`config.mk`:
```
export PLATFORM = sky130hd
export DESIGN_NAME = spsl_top
export DESIGN_NICKNAME = d
export VERILOG_FILES = /design/src/design/spsl_pkg.sv /design/src/design/spsl_sync.sv /design/src/design/spsl_top.sv
export SDC_FILE = /design/constraint.sdc
export NUM_CORES = 1
export LEC_CHECK = 0
export BUFFER_PORTS_ARGS = -buffer_cell sky130_fd_sc_hd__buf_2
export CAP_MARGIN = 20
export CELL_PAD_IN_SITES_DETAIL_PLACEMENT = 0
export CELL_PAD_IN_SITES_GLOBAL_PLACEMENT = 2
export CORE_MARGIN = 4
export CORE_UTILIZATION = 35
export DETAILED_ROUTE_END_ITERATION = 8
export HOLD_SLACK_MARGIN = 0.1
export PLACE_DENSITY_LB_ADDON = 0.12
export SLEW_MARGIN = 20
export SYNTH_ARGS = -nofsm -noshare
export SYNTH_HDL_FRONTEND = slang
export SYNTH_SLANG_ARGS = --single-unit
```
`constraint.sdc`:
```
create_clock -name CLOCK_I -period 2.85 [get_ports CLOCK_I]
set_input_delay 0.57 -clock CLOCK_I [delete_from_list [all_inputs] [get_ports CLOCK_I]]
set_output_delay 0.57 -clock CLOCK_I [all_outputs]
set_load 0.01 [all_outputs]
```
`src/design/spsl_pkg.sv`:
```
// constants for the service port serial link
package spsl_pkg;
    // timing
    localparam int CLOCK_HZ = 100_000_000;
    localparam int BAUD_RATE = 19200;
    localparam int BIT_CYCLES = CLOCK_HZ / BAUD_RATE;
    localparam int HALF_CYCLES = BIT_CYCLES / 2;
    // framing
    localparam int DATA_BITS = 8;
    localparam int STOP_BITS = 1;
    // in-band flow characters
    localparam logic [7:0] XON_CHAR = 8'h11;
    localparam logic [7:0] XOFF_CHAR = 8'h13;
    // register map: index on the plain port
    localparam logic [1:0] REG_DATA = 2'h0;
    localparam logic [1:0] REG_CTRL = 2'h1;
    localparam logic [1:0] REG_STATUS = 2'h2;
    // control fields
    localparam int CTRL_FLOW_SW = 0;
    localparam int CTRL_DTR = 1;
    localparam int CTRL_RTS = 2;
    localparam logic [2:0] CTRL_RESET = 3'h6;
    // status fields
    localparam int ST_TX_BUSY = 0;
    localparam int ST_RX_VALID = 1;
    localparam int ST_RX_OVERRUN = 2;
    localparam int ST_RX_FRAME_ERR = 3;
    localparam int ST_PAUSED = 4;
    localparam int ST_CTS = 5;
    localparam int ST_DSR = 6;
endpackage

```
`src/design/spsl_sync.sv`:
```
// three-stage input synchroniser with agreement filter
`timescale 1ns/1ps
module spsl_sync #(
    parameter logic RESET_VALUE = 1'b1
) (
    // clock and reset
    input wire logic clock_i,
    input wire logic rst_n_i,
    // pin and clean level
    input wire logic pin_i,
    output logic level_o
);
    typedef struct packed {
        logic s1;
        logic s2;
        logic s3;
        logic level;
    } spsl_sync_state_type;

    spsl_sync_state_type state_reg;
    spsl_sync_state_type state_next;

    always_comb
    begin
        state_next = state_reg;
        state_next.s1 = pin_i;
        state_next.s2 = state_reg.s1;
        state_next.s3 = state_reg.s2;
        // change only once stages two and three agree
        if (state_reg.s2 == state_reg.s3)
        begin
            state_next.level = state_reg.s3;
        end
    end

    always_ff @(posedge clock_i or negedge rst_n_i)
    begin
        if (!rst_n_i)
        begin
            state_reg <= {4{RESET_VALUE}};
        end
        else
        begin
            state_reg <= state_next;
        end
    end

    assign level_o = state_reg.level;
endmodule

```
`src/design/spsl_top.sv`:
```
// service port serial link: transmitter, receiver and flow control
`timescale 1ns/1ps
// What this block does
// Both directions run at a fixed 19200 baud, and the terminal must match.
// Every character carries eight data bits and no parity bit.
// Every character ends with exactly one stop bit.
// Flow control is either RTS/CTS handshaking or Xon/Xoff, same on both ends.
// The port is data terminal equipment, sending on TD and sampling RD.
// TD, DTR and RTS are outputs; RD, CD, DSR, CTS and RI are inputs.
// Carrier detect and ring indicator are ignored.
// The far RTS drives our CTS and our RTS drives the far CTS.
// The far DTR drives our DSR and our DTR drives the far DSR.
// The far party sends on our RD and receives our TD.
// A new character waits while CTS is low (hardware) or after Xoff until Xon (software).
module spsl_top (
    // clock and reset
    input wire logic CLOCK_I,
    input wire logic RST_N_I,
    // register port
    input wire logic [1:0] ADDR_I,
    input wire logic [7:0] WDATA_I,
    input wire logic WR_I,
    input wire logic RD_I,
    output logic [7:0] RDATA_O,
    // serial pins
    input wire logic RXD_I,
    input wire logic CTS_N_I,
    input wire logic DSR_N_I,
    input wire logic DCD_N_I,
    input wire logic RI_N_I,
    output logic TXD_O,
    output logic RTS_N_O,
    output logic DTR_N_O
);
    typedef enum logic [1:0] {
        TX_IDLE = 2'b00,
        TX_START = 2'b01,
        TX_DATA = 2'b10,
        TX_STOP = 2'b11
    } spsl_tx_state_type;

    typedef enum logic [1:0] {
        RX_IDLE = 2'b00,
        RX_START = 2'b01,
        RX_DATA = 2'b10,
        RX_STOP = 2'b11
    } spsl_rx_state_type;

    localparam int CW = $clog2(spsl_pkg::BIT_CYCLES + 1);
    localparam logic [CW-1:0] BIT_LAST = CW'(spsl_pkg::BIT_CYCLES - 1);
    localparam logic [CW-1:0] HALF_LAST = CW'(spsl_pkg::HALF_CYCLES - 1);
    localparam logic [2:0] LAST_BIT = 3'(spsl_pkg::DATA_BITS - 1);

    typedef struct packed {
        logic [2:0] ctrl;
        // transmitter
        spsl_tx_state_type tx_state;
        logic [CW-1:0] tx_cnt;
        logic [2:0] tx_bit;
        logic [7:0] tx_shift;
        logic tx_pending;
        logic [7:0] tx_hold;
        logic txd;
        logic paused;
        // receiver
        spsl_rx_state_type rx_state;
        logic [CW-1:0] rx_cnt;
        logic [2:0] rx_bit;
        logic [7:0] rx_shift;
        logic [7:0] rx_data;
        logic rx_valid;
        logic rx_overrun;
        logic rx_frame_err;
        // port
        logic [7:0] rdata;
        logic rts_n;
        logic dtr_n;
    } spsl_state_type;

    spsl_state_type state_reg;
    spsl_state_type state_next;

    logic rxd;
    logic cts_n;
    logic dsr_n;

    // pins from the far party cross three stages
    spsl_sync #(.RESET_VALUE(1'b1)) u_sync_rxd (
        .clock_i(CLOCK_I),
        .rst_n_i(RST_N_I),
        .pin_i(RXD_I),
        .level_o(rxd)
    );
    spsl_sync #(.RESET_VALUE(1'b1)) u_sync_cts (
        .clock_i(CLOCK_I),
        .rst_n_i(RST_N_I),
        .pin_i(CTS_N_I),
        .level_o(cts_n)
    );
    spsl_sync #(.RESET_VALUE(1'b1)) u_sync_dsr (
        .clock_i(CLOCK_I),
        .rst_n_i(RST_N_I),
        .pin_i(DSR_N_I),
        .level_o(dsr_n)
    );

    // carrier detect and ring indicator are deliberately left unread
    logic unused_pins;
    assign unused_pins = DCD_N_I ^ RI_N_I;

    logic flow_sw;
    logic rx_done;
    logic [7:0] rx_char;
    logic may_start;

    always_comb
    begin
        state_next = state_reg;
        flow_sw = state_reg.ctrl[spsl_pkg::CTRL_FLOW_SW];
        rx_done = 1'b0;
        rx_char = state_reg.rx_shift;

        // ============================================================
        // register port
        state_next.rdata = 8'h00;
        if (WR_I)
        begin
            case (ADDR_I)
                spsl_pkg::REG_DATA:
                begin
                    // write while a byte waits is dropped; software polls busy
                    if (!state_reg.tx_pending)
                    begin
                        state_next.tx_hold = WDATA_I;
                        state_next.tx_pending = 1'b1;
                    end
                end
                spsl_pkg::REG_CTRL:
                begin
                    state_next.ctrl = WDATA_I[2:0];
                end
                default:
                begin
                end
            endcase
        end
        if (RD_I)
        begin
            case (ADDR_I)
                spsl_pkg::REG_DATA:
                begin
                    state_next.rdata = state_reg.rx_data;
                    state_next.rx_valid = 1'b0;
                    state_next.rx_overrun = 1'b0;
                    state_next.rx_frame_err = 1'b0;
                end
                spsl_pkg::REG_CTRL:
                begin
                    state_next.rdata = {5'h00, state_reg.ctrl};
                end
                spsl_pkg::REG_STATUS:
                begin
                    state_next.rdata[spsl_pkg::ST_TX_BUSY] =
                        state_reg.tx_pending || (state_reg.tx_state != TX_IDLE);
                    state_next.rdata[spsl_pkg::ST_RX_VALID] = state_reg.rx_valid;
                    state_next.rdata[spsl_pkg::ST_RX_OVERRUN] = state_reg.rx_overrun;
                    state_next.rdata[spsl_pkg::ST_RX_FRAME_ERR] = state_reg.rx_frame_err;
                    state_next.rdata[spsl_pkg::ST_PAUSED] = state_reg.paused;
                    state_next.rdata[spsl_pkg::ST_CTS] = !cts_n;
                    state_next.rdata[spsl_pkg::ST_DSR] = !dsr_n;
                end
                default:
                begin
                end
            endcase
        end

        // ============================================================
        // receiver, 8N1 sampled mid-bit
        case (state_reg.rx_state)
            RX_IDLE:
            begin
                if (!rxd)
                begin
                    state_next.rx_state = RX_START;
                    state_next.rx_cnt = '0;
                end
            end
            RX_START:
            begin
                state_next.rx_cnt = state_reg.rx_cnt + 1'b1;
                if (state_reg.rx_cnt == HALF_LAST)
                begin
                    state_next.rx_cnt = '0;
                    // glitch shorter than half a bit is not a start
                    state_next.rx_state = rxd ? RX_IDLE : RX_DATA;
                    state_next.rx_bit = '0;
                end
            end
            RX_DATA:
            begin
                state_next.rx_cnt = state_reg.rx_cnt + 1'b1;
                if (state_reg.rx_cnt == BIT_LAST)
                begin
                    state_next.rx_cnt = '0;
                    state_next.rx_shift = {rxd, state_reg.rx_shift[7:1]};
                    state_next.rx_bit = state_reg.rx_bit + 1'b1;
                    if (state_reg.rx_bit == LAST_BIT)
                    begin
                        state_next.rx_state = RX_STOP;
                    end
                end
            end
            RX_STOP:
            begin
                state_next.rx_cnt = state_reg.rx_cnt + 1'b1;
                if (state_reg.rx_cnt == BIT_LAST)
                begin
                    state_next.rx_state = RX_IDLE;
                    rx_done = 1'b1;
                end
            end
            default:
            begin
                state_next.rx_state = RX_IDLE;
            end
        endcase

        // flow characters are consumed in software mode
        if (rx_done && flow_sw && (rx_char == spsl_pkg::XOFF_CHAR))
        begin
            state_next.paused = 1'b1;
        end
        else if (rx_done && flow_sw && (rx_char == spsl_pkg::XON_CHAR))
        begin
            state_next.paused = 1'b0;
        end
        else if (rx_done)
        begin
            // new data wins over a same-cycle read clear
            if (state_reg.rx_valid && !(RD_I && ADDR_I == spsl_pkg::REG_DATA))
            begin
                state_next.rx_overrun = 1'b1;
            end
            state_next.rx_data = rx_char;
            state_next.rx_valid = 1'b1;
            if (!rxd)
            begin
                state_next.rx_frame_err = 1'b1;
            end
        end
        if (!flow_sw)
        begin
            state_next.paused = 1'b0;
        end

        // ============================================================
        // transmitter
        may_start = flow_sw ? !state_reg.paused : !cts_n;
        case (state_reg.tx_state)
            TX_IDLE:
            begin
                state_next.txd = 1'b1;
                if (state_reg.tx_pending && may_start)
                begin
                    state_next.tx_shift = state_reg.tx_hold;
                    state_next.tx_pending = 1'b0;
                    state_next.tx_state = TX_START;
                    state_next.tx_cnt = '0;
                    state_next.txd = 1'b0;
                end
            end
            TX_START, TX_DATA:
            begin
                state_next.tx_cnt = state_reg.tx_cnt + 1'b1;
                if (state_reg.tx_cnt == BIT_LAST)
                begin
                    state_next.tx_cnt = '0;
                    if (state_reg.tx_state == TX_START)
                    begin
                        state_next.tx_state = TX_DATA;
                        state_next.tx_bit = '0;
                        state_next.txd = state_reg.tx_shift[0];
                    end
                    else if (state_reg.tx_bit == LAST_BIT)
                    begin
                        state_next.tx_state = TX_STOP;
                        state_next.txd = 1'b1;
                    end
                    else
                    begin
                        state_next.tx_bit = state_reg.tx_bit + 1'b1;
                        state_next.tx_shift = {1'b0, state_reg.tx_shift[7:1]};
                        state_next.txd = state_reg.tx_shift[1];
                    end
                end
            end
            TX_STOP:
            begin
                state_next.tx_cnt = state_reg.tx_cnt + 1'b1;
                if (state_reg.tx_cnt == BIT_LAST)
                begin
                    state_next.tx_state = TX_IDLE;
                end
            end
            default:
            begin
                state_next.tx_state = TX_IDLE;
            end
        endcase
        if (state_next.tx_pending == 1'b0 && WR_I && ADDR_I == spsl_pkg::REG_DATA
            && state_reg.tx_pending)
        begin
            state_next.tx_pending = 1'b0;
        end

        // modem control outputs, active low on the line
        state_next.dtr_n = !state_next.ctrl[spsl_pkg::CTRL_DTR];
        state_next.rts_n = !state_next.ctrl[spsl_pkg::CTRL_RTS];
    end

    always_ff @(posedge CLOCK_I or negedge RST_N_I)
    begin
        if (!RST_N_I)
        begin
            state_reg <= '0;
            state_reg.ctrl <= spsl_pkg::CTRL_RESET;
            state_reg.tx_state <= TX_IDLE;
            state_reg.rx_state <= RX_IDLE;
            state_reg.txd <= 1'b1;
            state_reg.rts_n <= 1'b0;
            state_reg.dtr_n <= 1'b0;
        end
        else
        begin
            state_reg <= state_next;
        end
    end

    assign RDATA_O = state_reg.rdata;
    assign TXD_O = state_reg.txd;
    assign RTS_N_O = state_reg.rts_n;
    assign DTR_N_O = state_reg.dtr_n;
endmodule

```
==> results of run 1 <==
-- cell usage in the layout (no fill, tap or decap), types with 2 or more instances in the layout --
master | Yosys | final
sky130_fd_sc_hd__dfrtp_1 | 84 | 84
sky130_fd_sc_hd__nand2_1 | 49 | 49
sky130_fd_sc_hd__o21ai_0 | 32 | 32
sky130_fd_sc_hd__buf_2 | 3 | 26
sky130_fd_sc_hd__mux2_2 | 21 | 21
sky130_fd_sc_hd__nor2_1 | 19 | 19
sky130_fd_sc_hd__a31oi_1 | 18 | 18
sky130_fd_sc_hd__inv_1 | 16 | 16
sky130_fd_sc_hd__dfstp_2 | 15 | 15
sky130_fd_sc_hd__a21oi_1 | 15 | 15
sky130_fd_sc_hd__nand3_1 | 15 | 15
sky130_fd_sc_hd__mux2i_1 | 13 | 13
sky130_fd_sc_hd__buf_4 | 8 | 12
sky130_fd_sc_hd__nor3_1 | 9 | 9
sky130_fd_sc_hd__ha_1 | 9 | 9
sky130_fd_sc_hd__clkbuf_16 | 0 | 9
sky130_fd_sc_hd__a22oi_1 | 7 | 7
sky130_fd_sc_hd__and3_1 | 7 | 7
sky130_fd_sc_hd__and2_1 | 6 | 6
sky130_fd_sc_hd__nand4_1 | 5 | 5
sky130_fd_sc_hd__mux2_4 | 5 | 5
sky130_fd_sc_hd__inv_6 | 0 | 4
sky130_fd_sc_hd__o21a_1 | 3 | 3
sky130_fd_sc_hd__or3_1 | 3 | 3
sky130_fd_sc_hd__a22o_1 | 3 | 3
sky130_fd_sc_hd__o31ai_1 | 3 | 3
sky130_fd_sc_hd__maj3_1 | 3 | 3
sky130_fd_sc_hd__nand2b_1 | 2 | 2
sky130_fd_sc_hd__nor3b_1 | 2 | 2
sky130_fd_sc_hd__or4bb_1 | 2 | 2
sky130_fd_sc_hd__nor4_4 | 2 | 2
sky130_fd_sc_hd__nand4b_1 | 2 | 2
sky130_fd_sc_hd__o21ai_1 | 2 | 2
sky130_fd_sc_hd__a221oi_1 | 2 | 2
sky130_fd_sc_hd__xor2_1 | 2 | 2
sky130_fd_sc_hd__a211o_1 | 2 | 2
sky130_fd_sc_hd__a41oi_1 | 2 | 2
-- through the flow --
| stage | util | hold slack [ps] |
|---|---|---|
| after floorplan | - | 274 |
| after global placement | 0.381 | 346 |
| after detailed placement | 0.381 | 349 |
| after CTS | 0.405 | 265 |
| after global routing | 0.405 | 288 |
| final | 0.405 | 243 |
-- worst paths after layout --
| check | startpoint | to | slack, ps | cells after the start |
|---|---|---|---|---|
| max | state_reg[77] | state_reg[58] | 450 | 5 |
| min | RST_N_I | state_reg[53] | 240 | 1 |
| max reg2reg | state_reg[77] | state_reg[58] | 450 | 5 |
| min reg2reg | u_sync_rxd.state_next[2] | u_sync_rxd.state_next[1] | 360 | 0 |
| max in group asynchronous | RST_N_I | u_sync_dsr.level_o | 1830 | 2 |
| min in group CLOCK_I | DSR_N_I | u_sync_dsr.state_next[2] | 310 | 1 |
-- critical path: cells and delay by family (launching register included) --
kind / cells / cell delay [ps]
and+or+nand+nor: 2 / 1000
AOI/OAI and AO/OA: 3 / 840
DFF: 1 / 420
-- cells by family (layout without fill, tap and decap cells) --
family | after synthesis | count (layout)
and+or+nand+nor | 137 | 137
AOI/OAI and AO/OA | 102 | 102
DFF | 99 | 99
muxes | 39 | 39
buffers and inverters | 39 | 70
adders and majority gates | 12 | 12
xor gates and xnor gates | 3 | 3
-- power by group --
group          internal, W  leakage, nW  switching (W)  total [W]
clock network     0.000724        0.156       0.000574    0.00130
logic             0.000210         1.07       0.000237   0.000447
registers          0.00156         1.28       0.000109    0.00167
-- area by class of cell --
class	count	area, um2	share of cell area
sequential	99	2500	0.467
clock buffer	10	239	0.0447
inverter	16	60.1	0.0112
clock inverter	6	76.3	0.0143
timing repair buffer	38	220	0.0412
tap	176	220	0.0412
multi-input combinational	293	2030	0.380
-- metal layers --
| metal | wire length, um | track usage | part of all wire | vias up |
|---|---|---|---|---|
| met5 | 0 | 0 | 0 | - |
| met1 | 4830 | 0.193 | 0.50 | 1557 |
| met4 | 74 | 0.0349 | 0.0077 | 0 |
| met2 | 4260 | 0.207 | 0.44 | 50 |
| li1 | - | - | - | 1611 |
| met3 | 472 | 0.0445 | 0.049 | 6 |
==> run metrics, run 1 <==
layout cells sized above 1=0.238; RSZ-0062 raised after global routing=no; antenna violations before repair=0; mux cell area share after synthesis=0.0937; last weighted congestion value of the routability-driven placer=~0.75; Post-synth EDFFs=0; crit path kind=register to register; Nets=485; asr flop ratio synth=1.00; effective utilization at floorplan=0.357; worst slew margin relative to its limit=0.450; wirelength, routed=between 9000 and 10000 um; number of nets with antenna violations after routing=0; synthesized area per cell=roughly 11 um2; number of clock buffers inserted by TritonCTS=9; CTS sink count=between 90 and 100; number of H-tree levels=3; vias per cell=between 5 and 6; number of non-filler instances in the completed layout=around 640; final slew viol count=0; Cell Rows=42; combinational family with the most area after synthesis=simple AND/OR/NAND/NOR gates; leakage power of the design=2.50 nW; routed vias=between 3000 and 4000; required time reported for the critical path endpoint=a little over 3000 ps; half-perimeter wire length after detailed placement=around 6600 um; buffer count from post-CTS setup fixing=0; worst path arrival time=2610 ps; width of the die=around 120 um; buffer levels on the longest clock path=2; area fraction in compound gates after synthesis=0.144; power after layout=about 0.0034 W; dpl cells=a little over 600; first-pass GRT wire length=16400 um; XOR/XNOR share of the synthesized area=0.00557; transition time at the pin with the least slew margin=approximately 830 ps; post-synthesis instance area=roughly 0.0047 mm2; Syn-to-layout area delta=13.3%; core region area=approximately 0.013 mm2; global-route congestion overflow total=0; pre-CTS setup slack=446 ps; adder-cell share of the synthesized area=0.0303; ordered list of cells on the worst path=or4b_1 -> nor3_1 -> o2111ai_1 -> a221oi_1 -> a21oi_1; die height=around 120 um; VDD IR-drop max=0.384 mV; WL per Instance=around 15 um; Worst Setup Start Kind=register; number of remaining DRC errors=0; hold buffer count at cts=0; clock tree from TritonCTS=yes; Detailed Routing Iterations Pass 1=4; area share of the largest cell type after synthesis=0.446; design area=around 0.0053 mm2; total of max-cap violations=0; final setup skew=slightly above 9 ps; total of flip-flops plus latches after synthesis=approximately 100; detailed router's first-iteration violation count=around 140; clock root buffer=sky130_fd_sc_hd__clkbuf_16; top cells by area, synth=sky130_fd_sc_hd__dfrtp_1 45%, sky130_fd_sc_hd__dfstp_2 8.4%, sky130_fd_sc_hd__mux2_2 5.0%; Antenna diodes=0; flip-flop count of the largest register after layout=67; I/O Buffers=27; clock latency on the worst-skew pair=~350 ps; final critical-path share of the clock period=0.841; Main synth FF type=sky130_fd_sc_hd__dfrtp_1; status=finished clean; leading area contributor after synthesis=sky130_fd_sc_hd__dfrtp_1; final worst setup slack=approximately 450 ps; number of nets produced by synthesis=between 400 and 500; most instantiated library cell after synthesis=sky130_fd_sc_hd__dfrtp_1; cells after synthesis=431; die footprint=0.0154 mm2; combined global-route utilization of all metal layers=0.138; Setup TNS=0 ps; post-synthesis sequential area ratio=0.530; post-cts gate resize count=0; list of most frequent post-synthesis cells=84 x sky130_fd_sc_hd__dfrtp_1, 49 x sky130_fd_sc_hd__nand2_1, 32 x sky130_fd_sc_hd__o21ai_0, 21 x sky130_fd_sc_hd__mux2_2, 19 x sky130_fd_sc_hd__nor2_1; post-synthesis share of cell area spent on and, or, nand and nor gates=0.157; Final min period=roughly 2400 ps; critical path capture point type=register; power density over cell area=~640 mW/mm2; number of global-route vias before repair=3150; hold crit path type=primary input to async pin; total of fill cells in the finished design=1301; worst-path maximum fanout=10; endpoints failing setup=0; Largest stage delay, worst path=approximately 630 ps; Distinct cells, synth=66; hold violation total from the final report=0; I/O pin count=30; count of yosys warnings during synthesis=0; largest net degree at the start of global routing=50; maximum operating frequency=between 0.4 and 0.5 GHz; Placed Area=a little over 0.005 mm2; CTS clk-pin slew, worst paths=~70 ps; slowest CP cell=sky130_fd_sc_hd__or4b_1
Power figures use the tool's default switching activity.
==> run 2: changes to the inputs <==
Settings changed: ABC_AREA set to 1, CORE_UTILIZATION 35 to 34.
Clock period 2.85 ns to 2.1 ns, I/O delays scaled along.
==> run 2 against run 1 <==
  * Via count grew 18%
  * Largest power group unchanged
  * Power rose by 39%
  * Die area grew 8.6%
==> run metrics, run 2 <==
leading area contributor after synthesis=sky130_fd_sc_hd__dfrtp_1; Detailed Routing Iterations Pass 1=4 (unchanged); WL per Instance=13.3 um (-12%); power after layout=0.00474 W (+39%); I/O Buffers=27 (unchanged); VDD IR-drop max=0.417 mV (+8.5%); routed vias=3815 (+18%); area share of the largest cell type after synthesis=0.420 (-0.0258); final slew viol count=0 (unchanged); CTS clk-pin slew, worst paths=80 ps (about the same); total of fill cells in the finished design=1497 (+15%); antenna violations before repair=0 (unchanged); cells after synthesis=599 (+39%); share of total power in sequential cells=0.471 (-0.018); CTS sink count=99 (unchanged); number of global-route vias before repair=3838 (+22%); combinational family with the most area after synthesis=simple AND/OR/NAND/NOR gates; hold violation total from the final report=0 (unchanged); relative contribution of combinational cells to total power=0.179 (+0.048); net switching power of the design=0.00149 W (+62%); Global Route met3 Usage=0.0383 (-0.00617); post-synthesis instance area=0.00500 mm2 (+6.1%); width of the die=129 um (+4.2%); Antenna diodes=0 (unchanged); mux cell area share after synthesis=0.0158 (-0.0780); Cell Rows=44 (+4.8%); vias per cell=4.62 (-8.5%); total of flip-flops plus latches after synthesis=99 (unchanged); number of clock buffers inserted by TritonCTS=9 (unchanged); final setup skew=9.84 ps (+0.718 ps); pre-CTS setup slack=200 ps (-246 ps); number of H-tree levels=3 (unchanged); I/O pin count=30 (unchanged); half-perimeter wire length after detailed placement=8140 um (+24%); layout cells sized above 1=0.183 (-0.0556); clock latency on the worst-skew pair=350 ps (about the same); die height=129 um (+4.2%); buffer count from post-CTS setup fixing=0 (unchanged); Final min period=1810 ps (-586 ps); number of nets with antenna violations after routing=0 (unchanged); Worst Setup Start Kind=register; worst slew margin relative to its limit=0.680 (+0.230); switching power share of the total=0.314 (+0.0449); power density over cell area=832 mW/mm2 (+30%); post-synthesis sequential area ratio=0.499 (-0.0306); grt met1 use=0.198 (+0.00501); largest net degree at the start of global routing=45 (-10%); Setup TNS=0 ps (unchanged); XOR/XNOR share of the synthesized area=0.0245 (+0.0189); wirelength, routed=11000 um (+14%); sequential standard cell area=0.00250 mm2 (unchanged); top cells by area, synth=sky130_fd_sc_hd__dfrtp_1 42%, sky130_fd_sc_hd__nand2_1 16%, sky130_fd_sc_hd__dfstp_2 7.9%; clock tree from TritonCTS=yes; endpoints failing setup=0 (unchanged); worst path arrival time=2040 ps (-570 ps); final worst setup slack=289 ps (-164 ps); global-route congestion overflow total=0 (unchanged); detailed router's first-iteration violation count=263 (+84%); footprint of the multi-input gates=0.00215 mm2 (+6.0%); hold crit path type=primary input to register; flip-flop count of the largest register after layout=67 (unchanged); first-pass GRT wire length=19400 um (+18%); Distinct cells, synth=38 (-42%); GR peak layer=met2; worst-path maximum fanout=8 (-2); Cell Int Power=0.00325 W (+30%); area fraction in compound gates after synthesis=0.0718 (-0.0721); combined global-route utilization of all metal layers=0.146 (+0.00781); total of max-cap violations=0 (unchanged); most instantiated library cell after synthesis=sky130_fd_sc_hd__nand2_1; maximum operating frequency=0.552 GHz (+32%); last weighted congestion value of the routability-driven placer=0.766 (+2.1%); final cell utilization of the core=0.394 (-0.0112); dpl cells=808 (+30%); list of most frequent post-synthesis cells=207 x sky130_fd_sc_hd__nand2_1, 84 x sky130_fd_sc_hd__dfrtp_1, 54 x sky130_fd_sc_hd__inv_1, 41 x sky130_fd_sc_hd__nor2_1, 31 x sky130_fd_sc_hd__nand3_1; status=finished clean; count of yosys warnings during synthesis=0 (unchanged); synthesized area per cell=8.35 um2 (-24%); crit path kind=register to register; leading cell types in the layout, fill and taps excluded=206 x sky130_fd_sc_hd__nand2_1, 84 x sky130_fd_sc_hd__dfrtp_1, 54 x sky130_fd_sc_hd__inv_1; final critical-path share of the clock period=0.863 (+0.0213); leakage power of the design=2.76 nW (+10%); transition time at the pin with the least slew margin=480 ps (-345 ps); effective utilization at floorplan=0.345 (-0.0118); number of nets produced by synthesis=627 (+37%); asr flop ratio synth=1.00 (unchanged); die footprint=0.0167 mm2 (+8.6%); number of non-filler instances in the completed layout=825 (+29%); required time reported for the critical path endpoint=2330 ps (-730 ps); number of remaining DRC errors=0 (unchanged); RSZ-0062 raised after global routing=no; met2 track demand over resource in global routing=0.233 (+0.0262); post-synthesis share of cell area spent on and, or, nand and nor gates=0.289 (+0.132); adder-cell share of the synthesized area=0.0285 (-0.00175); Main synth FF type=sky130_fd_sc_hd__dfrtp_1; Nets=664 (+37%); clock group share of total power=0.351 (-0.029); critical path capture point type=register; core region area=0.0145 mm2 (+9.8%); clock root buffer=sky130_fd_sc_hd__clkbuf_16; Syn-to-layout area delta=14.0%; most common cell after layout, fill and taps aside=sky130_fd_sc_hd__nand2_1; buffer levels on the longest clock path=2 (unchanged); Post-synth EDFFs=0 (unchanged)
==> run 2: cell types whose count changed after synthesis, moves of 13 or more <==
cell	previous run	this run
sky130_fd_sc_hd__mux2_2	21	7
sky130_fd_sc_hd__nand2_1	49	207
sky130_fd_sc_hd__nor2_1	19	41
sky130_fd_sc_hd__a31oi_1	18	1
sky130_fd_sc_hd__inv_1	16	54
sky130_fd_sc_hd__nand3_1	15	31
sky130_fd_sc_hd__mux2i_1	13	0
==> run 2: path summary, 6_finish.rpt <==
kind,endpoint,slack [ps],from,cells past startpoint
setup / recovery,state_reg[67],290,state_reg[69],8
hold / removal,u_sync_dsr.state_next[2],160,DSR_N_I,1
setup reg to reg,state_reg[67],290,state_reg[69],8
hold reg to reg,u_sync_dsr.state_next[1],360,u_sync_dsr.state_next[2],0
max in group asynchronous,state_reg[86],860,RST_N_I,3
min in group asynchronous,state_reg[75],580,RST_N_I,2
==> run 2: through the flow <==
| step | instance area, um2 | hold WS, ps |
|---|---|---|
| 3_3_place_gp | 5390 | 346 |
| 3_5_place_dp | 5390 | 347 |
| 6_report | 5700 | 158 |
| 5_1_grt | 5700 | 128 |
| 4_1_cts | 5700 | 141 |
| 2_1_floorplan | 5000 | 124 |
==> run 2: logic make-up (layout without fill, tap and decap cells) <==
kind of cell / count (synthesis) / after routing
fa+ha+maj: 12 / 12
flops: 99 / 99
xor+xnor: 14 / 14
mux: 7 / 7
compound gates: 62 / 62
simple gates: 324 / 324
buf+inv: 81 / 123
==> run 2: per-layer routing <==
layer	part of all wire	up-vias	routed length, um
met4	0.011	0	121
met3	0.030	7	325
met1	0.48	1779	5330
li1	-	1991	-
met2	0.47	38	5230
met5	0	-	0
==> run 2: timing repair <==
action	CTS	global route
setup endpoints to repair	0	1
endpoints found under the hold margin	26	0
resized for setup	0	1
hold buffers	1	0
==> run 2: final cells by class <==
| type | count | share of cell area |
|---|---|---|
| timing repair buffer | 41 | 0.0474 |
| clock buffer | 9 | 0.0395 |
| multi-input combinational | 419 | 0.377 |
| sequential | 99 | 0.438 |
| inverter | 66 | 0.0437 |
| clock inverter | 7 | 0.0138 |
| tap | 184 | 0.0404 |
==> run 2: power groups by stage <==
stage                     combinational [W]  clock (W)  sequential [W]
final                              0.000848    0.00166         0.00223
after global routing               0.000988    0.00182         0.00226
after CTS                          0.000867    0.00174         0.00224
after detailed placement           0.000862          0         0.00227
after global placement             0.000851          0         0.00227
after floorplan                    0.000597          0         0.00225
==> run 2: worst max-delay path: stages (launching register included) <==
cell                      delay [ps]
sky130_fd_sc_hd__dfrtp_1         440
sky130_fd_sc_hd__ha_1            230
sky130_fd_sc_hd__nand2_1          80
sky130_fd_sc_hd__nor3_1          210
sky130_fd_sc_hd__nand3_2         200
sky130_fd_sc_hd__nor2_4          240
sky130_fd_sc_hd__nand2_1         150
sky130_fd_sc_hd__nand2_1          80
sky130_fd_sc_hd__o21ai_1          60
==> run 3: changes to the inputs <==
Settings changed: MAX_ROUTING_LAYER set to met4, REMOVE_ABC_BUFFERS set to 1.
==> run 3 against run 2 <==
  * Combinational power is essentially flat
  * Hold slack lost 5.3 ps
  * Final area fell by 0.81%
  * Sequential share of layout area up 0.36 points
  * Critical endpoint is now state_reg[72]
  * Cell count fell by 0.36%
  * Power fell by 0.20%
  * Clock power about the same
  * Sequential cell count unchanged
  * Worst setup slack got worse by 79 ps
  * Largest power group unchanged
  * Register-to-register slack lost 80 ps
==> run metrics, run 3 (synthesis results as in run 2) <==
status=finished clean; endpoints failing setup=0 (unchanged); die height=129 um (unchanged); hold violation total from the final report=0 (unchanged); total of fill cells in the finished design=1495 (-0.13%); clock latency on the worst-skew pair=350 ps (about the same); I/O Buffers=27 (unchanged); first-pass GRT wire length=18900 um (-2.1%); clock tree from TritonCTS=yes; layout cells sized above 1=0.177 (-0.00541); number of global-route vias before repair=3742 (-2.5%); Antenna diodes=0 (unchanged); Final min period=1890 ps (+79.3 ps); crit path kind=register to register; half-perimeter wire length after detailed placement=7950 um (-2.3%); vias per cell=4.65 (+0.47%); end point of the critical path=state_reg[72]; critical register-to-register path endpoint=state_reg[72]; final setup skew=9.84 ps (-0.00142 ps); final slew viol count=0 (unchanged); effective utilization at floorplan=0.345 (unchanged); post-cts gate resize count=0 (unchanged); buffer levels on the longest clock path=2 (unchanged); last weighted congestion value of the routability-driven placer=0.754 (-1.6%); largest net degree at the start of global routing=46 (+2.2%); Worst Setup Start Kind=register; Detailed Routing Iterations Pass 1=4 (unchanged); leakage power of the design=2.73 nW (-1.1%); number of clock buffers inserted by TritonCTS=9 (unchanged); final critical-path share of the clock period=0.900 (+0.0378); worst slew margin relative to its limit=0.674 (-0.00612); flip-flop count of the largest register after layout=67 (unchanged); leading cell types in the layout, fill and taps excluded=207 x sky130_fd_sc_hd__nand2_1, 84 x sky130_fd_sc_hd__dfrtp_1, 54 x sky130_fd_sc_hd__inv_1; pre-CTS setup slack=145 ps (-55.1 ps); maximum operating frequency=0.529 GHz (-4.2%); launch instance of the worst register-to-register path=state_reg[69]; die footprint=0.0167 mm2 (unchanged); clock root buffer=sky130_fd_sc_hd__clkbuf_16; width of the die=129 um (unchanged); transition time at the pin with the least slew margin=489 ps (+9.18 ps); CTS clk-pin slew, worst paths=80 ps (about the same); antenna violations before repair=0 (unchanged); hold crit path type=primary input to register; final worst setup slack=209 ps (-79.3 ps); routed vias=3819 (+0.10%); Cell Rows=44 (unchanged); CTS sink count=99 (unchanged); RSZ-0062 raised after global routing=no; buffer count from post-CTS setup fixing=0 (unchanged); Setup TNS=0 ps (unchanged); worst path arrival time=2120 ps (+80 ps); logic depth of the worst register-to-register path=8 (unchanged); total of max-cap violations=0 (unchanged); core region area=0.0145 mm2 (unchanged); worst setup slack for register-to-register paths=210 ps (-80 ps); critical path capture point type=register; combined global-route utilization of all metal layers=0.148 (+0.00213); Syn-to-layout area delta=13.1%; WL per Instance=13.5 um (+0.97%); I/O pin count=30 (unchanged); number of remaining DRC errors=0 (unchanged); worst-path maximum fanout=8 (unchanged); power density over cell area=837 mW/mm2 (+0.62%); hold buffer count at cts=1 (unchanged); number of nets with antenna violations after routing=0 (unchanged); detailed router's first-iteration violation count=236 (-10%); Nets=661 (-0.45%); wirelength, routed=11100 um (+0.60%); required time reported for the critical path endpoint=2330 ps (about the same); global-route congestion overflow total=0 (unchanged); most common cell after layout, fill and taps aside=sky130_fd_sc_hd__nand2_1; VDD IR-drop max=0.381 mV (-8.5%); Worst Setup SP=state_reg[69]; number of H-tree levels=3 (unchanged)
run 3: worst min-delay path by stage:
stage,slack [ps],to,cells past startpoint,from
2_1_floorplan,120,DTR_N_O,0,RST_N_I
3_3_place_gp,350,u_sync_dsr.state_next[1],0,u_sync_dsr.state_next[2]
3_5_place_dp,350,u_sync_cts.state_next[1],0,u_sync_cts.state_next[2]
4_1_cts,140,u_sync_dsr.state_next[2],1,DSR_N_I
5_1_grt,130,u_sync_dsr.state_next[2],1,DSR_N_I
6_report,150,u_sync_dsr.state_next[2],1,DSR_N_I
run 3: final cells by class:
type | instances | area [um2] | area share
sequential | 99 | 2500 | 0.441
tap | 184 | 230 | 0.0407
multi-input combinational | 419 | 2150 | 0.380
inverter | 66 | 249 | 0.0440
timing repair buffer | 38 | 235 | 0.0416
clock buffer | 9 | 225 | 0.0398
clock inverter | 7 | 70.1 | 0.0124
run 3: metrics by stage:
stage               cells  power [W]  hold slack, ps   util  instance area, um2
floorplan             584    0.00283             124      -                4890
global placement      805    0.00313             346  0.370                5350
detailed placement    805    0.00313             348  0.370                5350
CTS                   822    0.00483             137  0.391                5660
global route          822    0.00501             131  0.391                5660
finish                822    0.00473             153  0.391                5660
run 3: worst max-delay path, cell delays in order, from the launching register on:
cell and delay [ps]:
sky130_fd_sc_hd__dfrtp_1 440, sky130_fd_sc_hd__ha_1 240, sky130_fd_sc_hd__nand2_1 90, sky130_fd_sc_hd__nor3_1 220
sky130_fd_sc_hd__nand3_2 190, sky130_fd_sc_hd__nand2_2 150, sky130_fd_sc_hd__nand2_1 60, sky130_fd_sc_hd__nand2_1 230
sky130_fd_sc_hd__o21ai_0 140
run 3: metal layers:
| metal | global-route usage | share of wire | up-vias |
|---|---|---|---|
| li1 | - | - | 1985 |
| met1 | 0.200 | 0.50 | 1789 |
| met2 | 0.223 | 0.46 | 33 |
| met3 | 0.0367 | 0.027 | 12 |
| met4 | 0.0383 | 0.012 | 0 |
| met5 | - | 0 | - |
run 3: where the power goes:
| group | switching, W | internal [W] |
|---|---|---|
| sequential | 0.000116 | 0.00212 |
| clock | 0.000816 | 0.000836 |
| combinational | 0.000559 | 0.000289 |
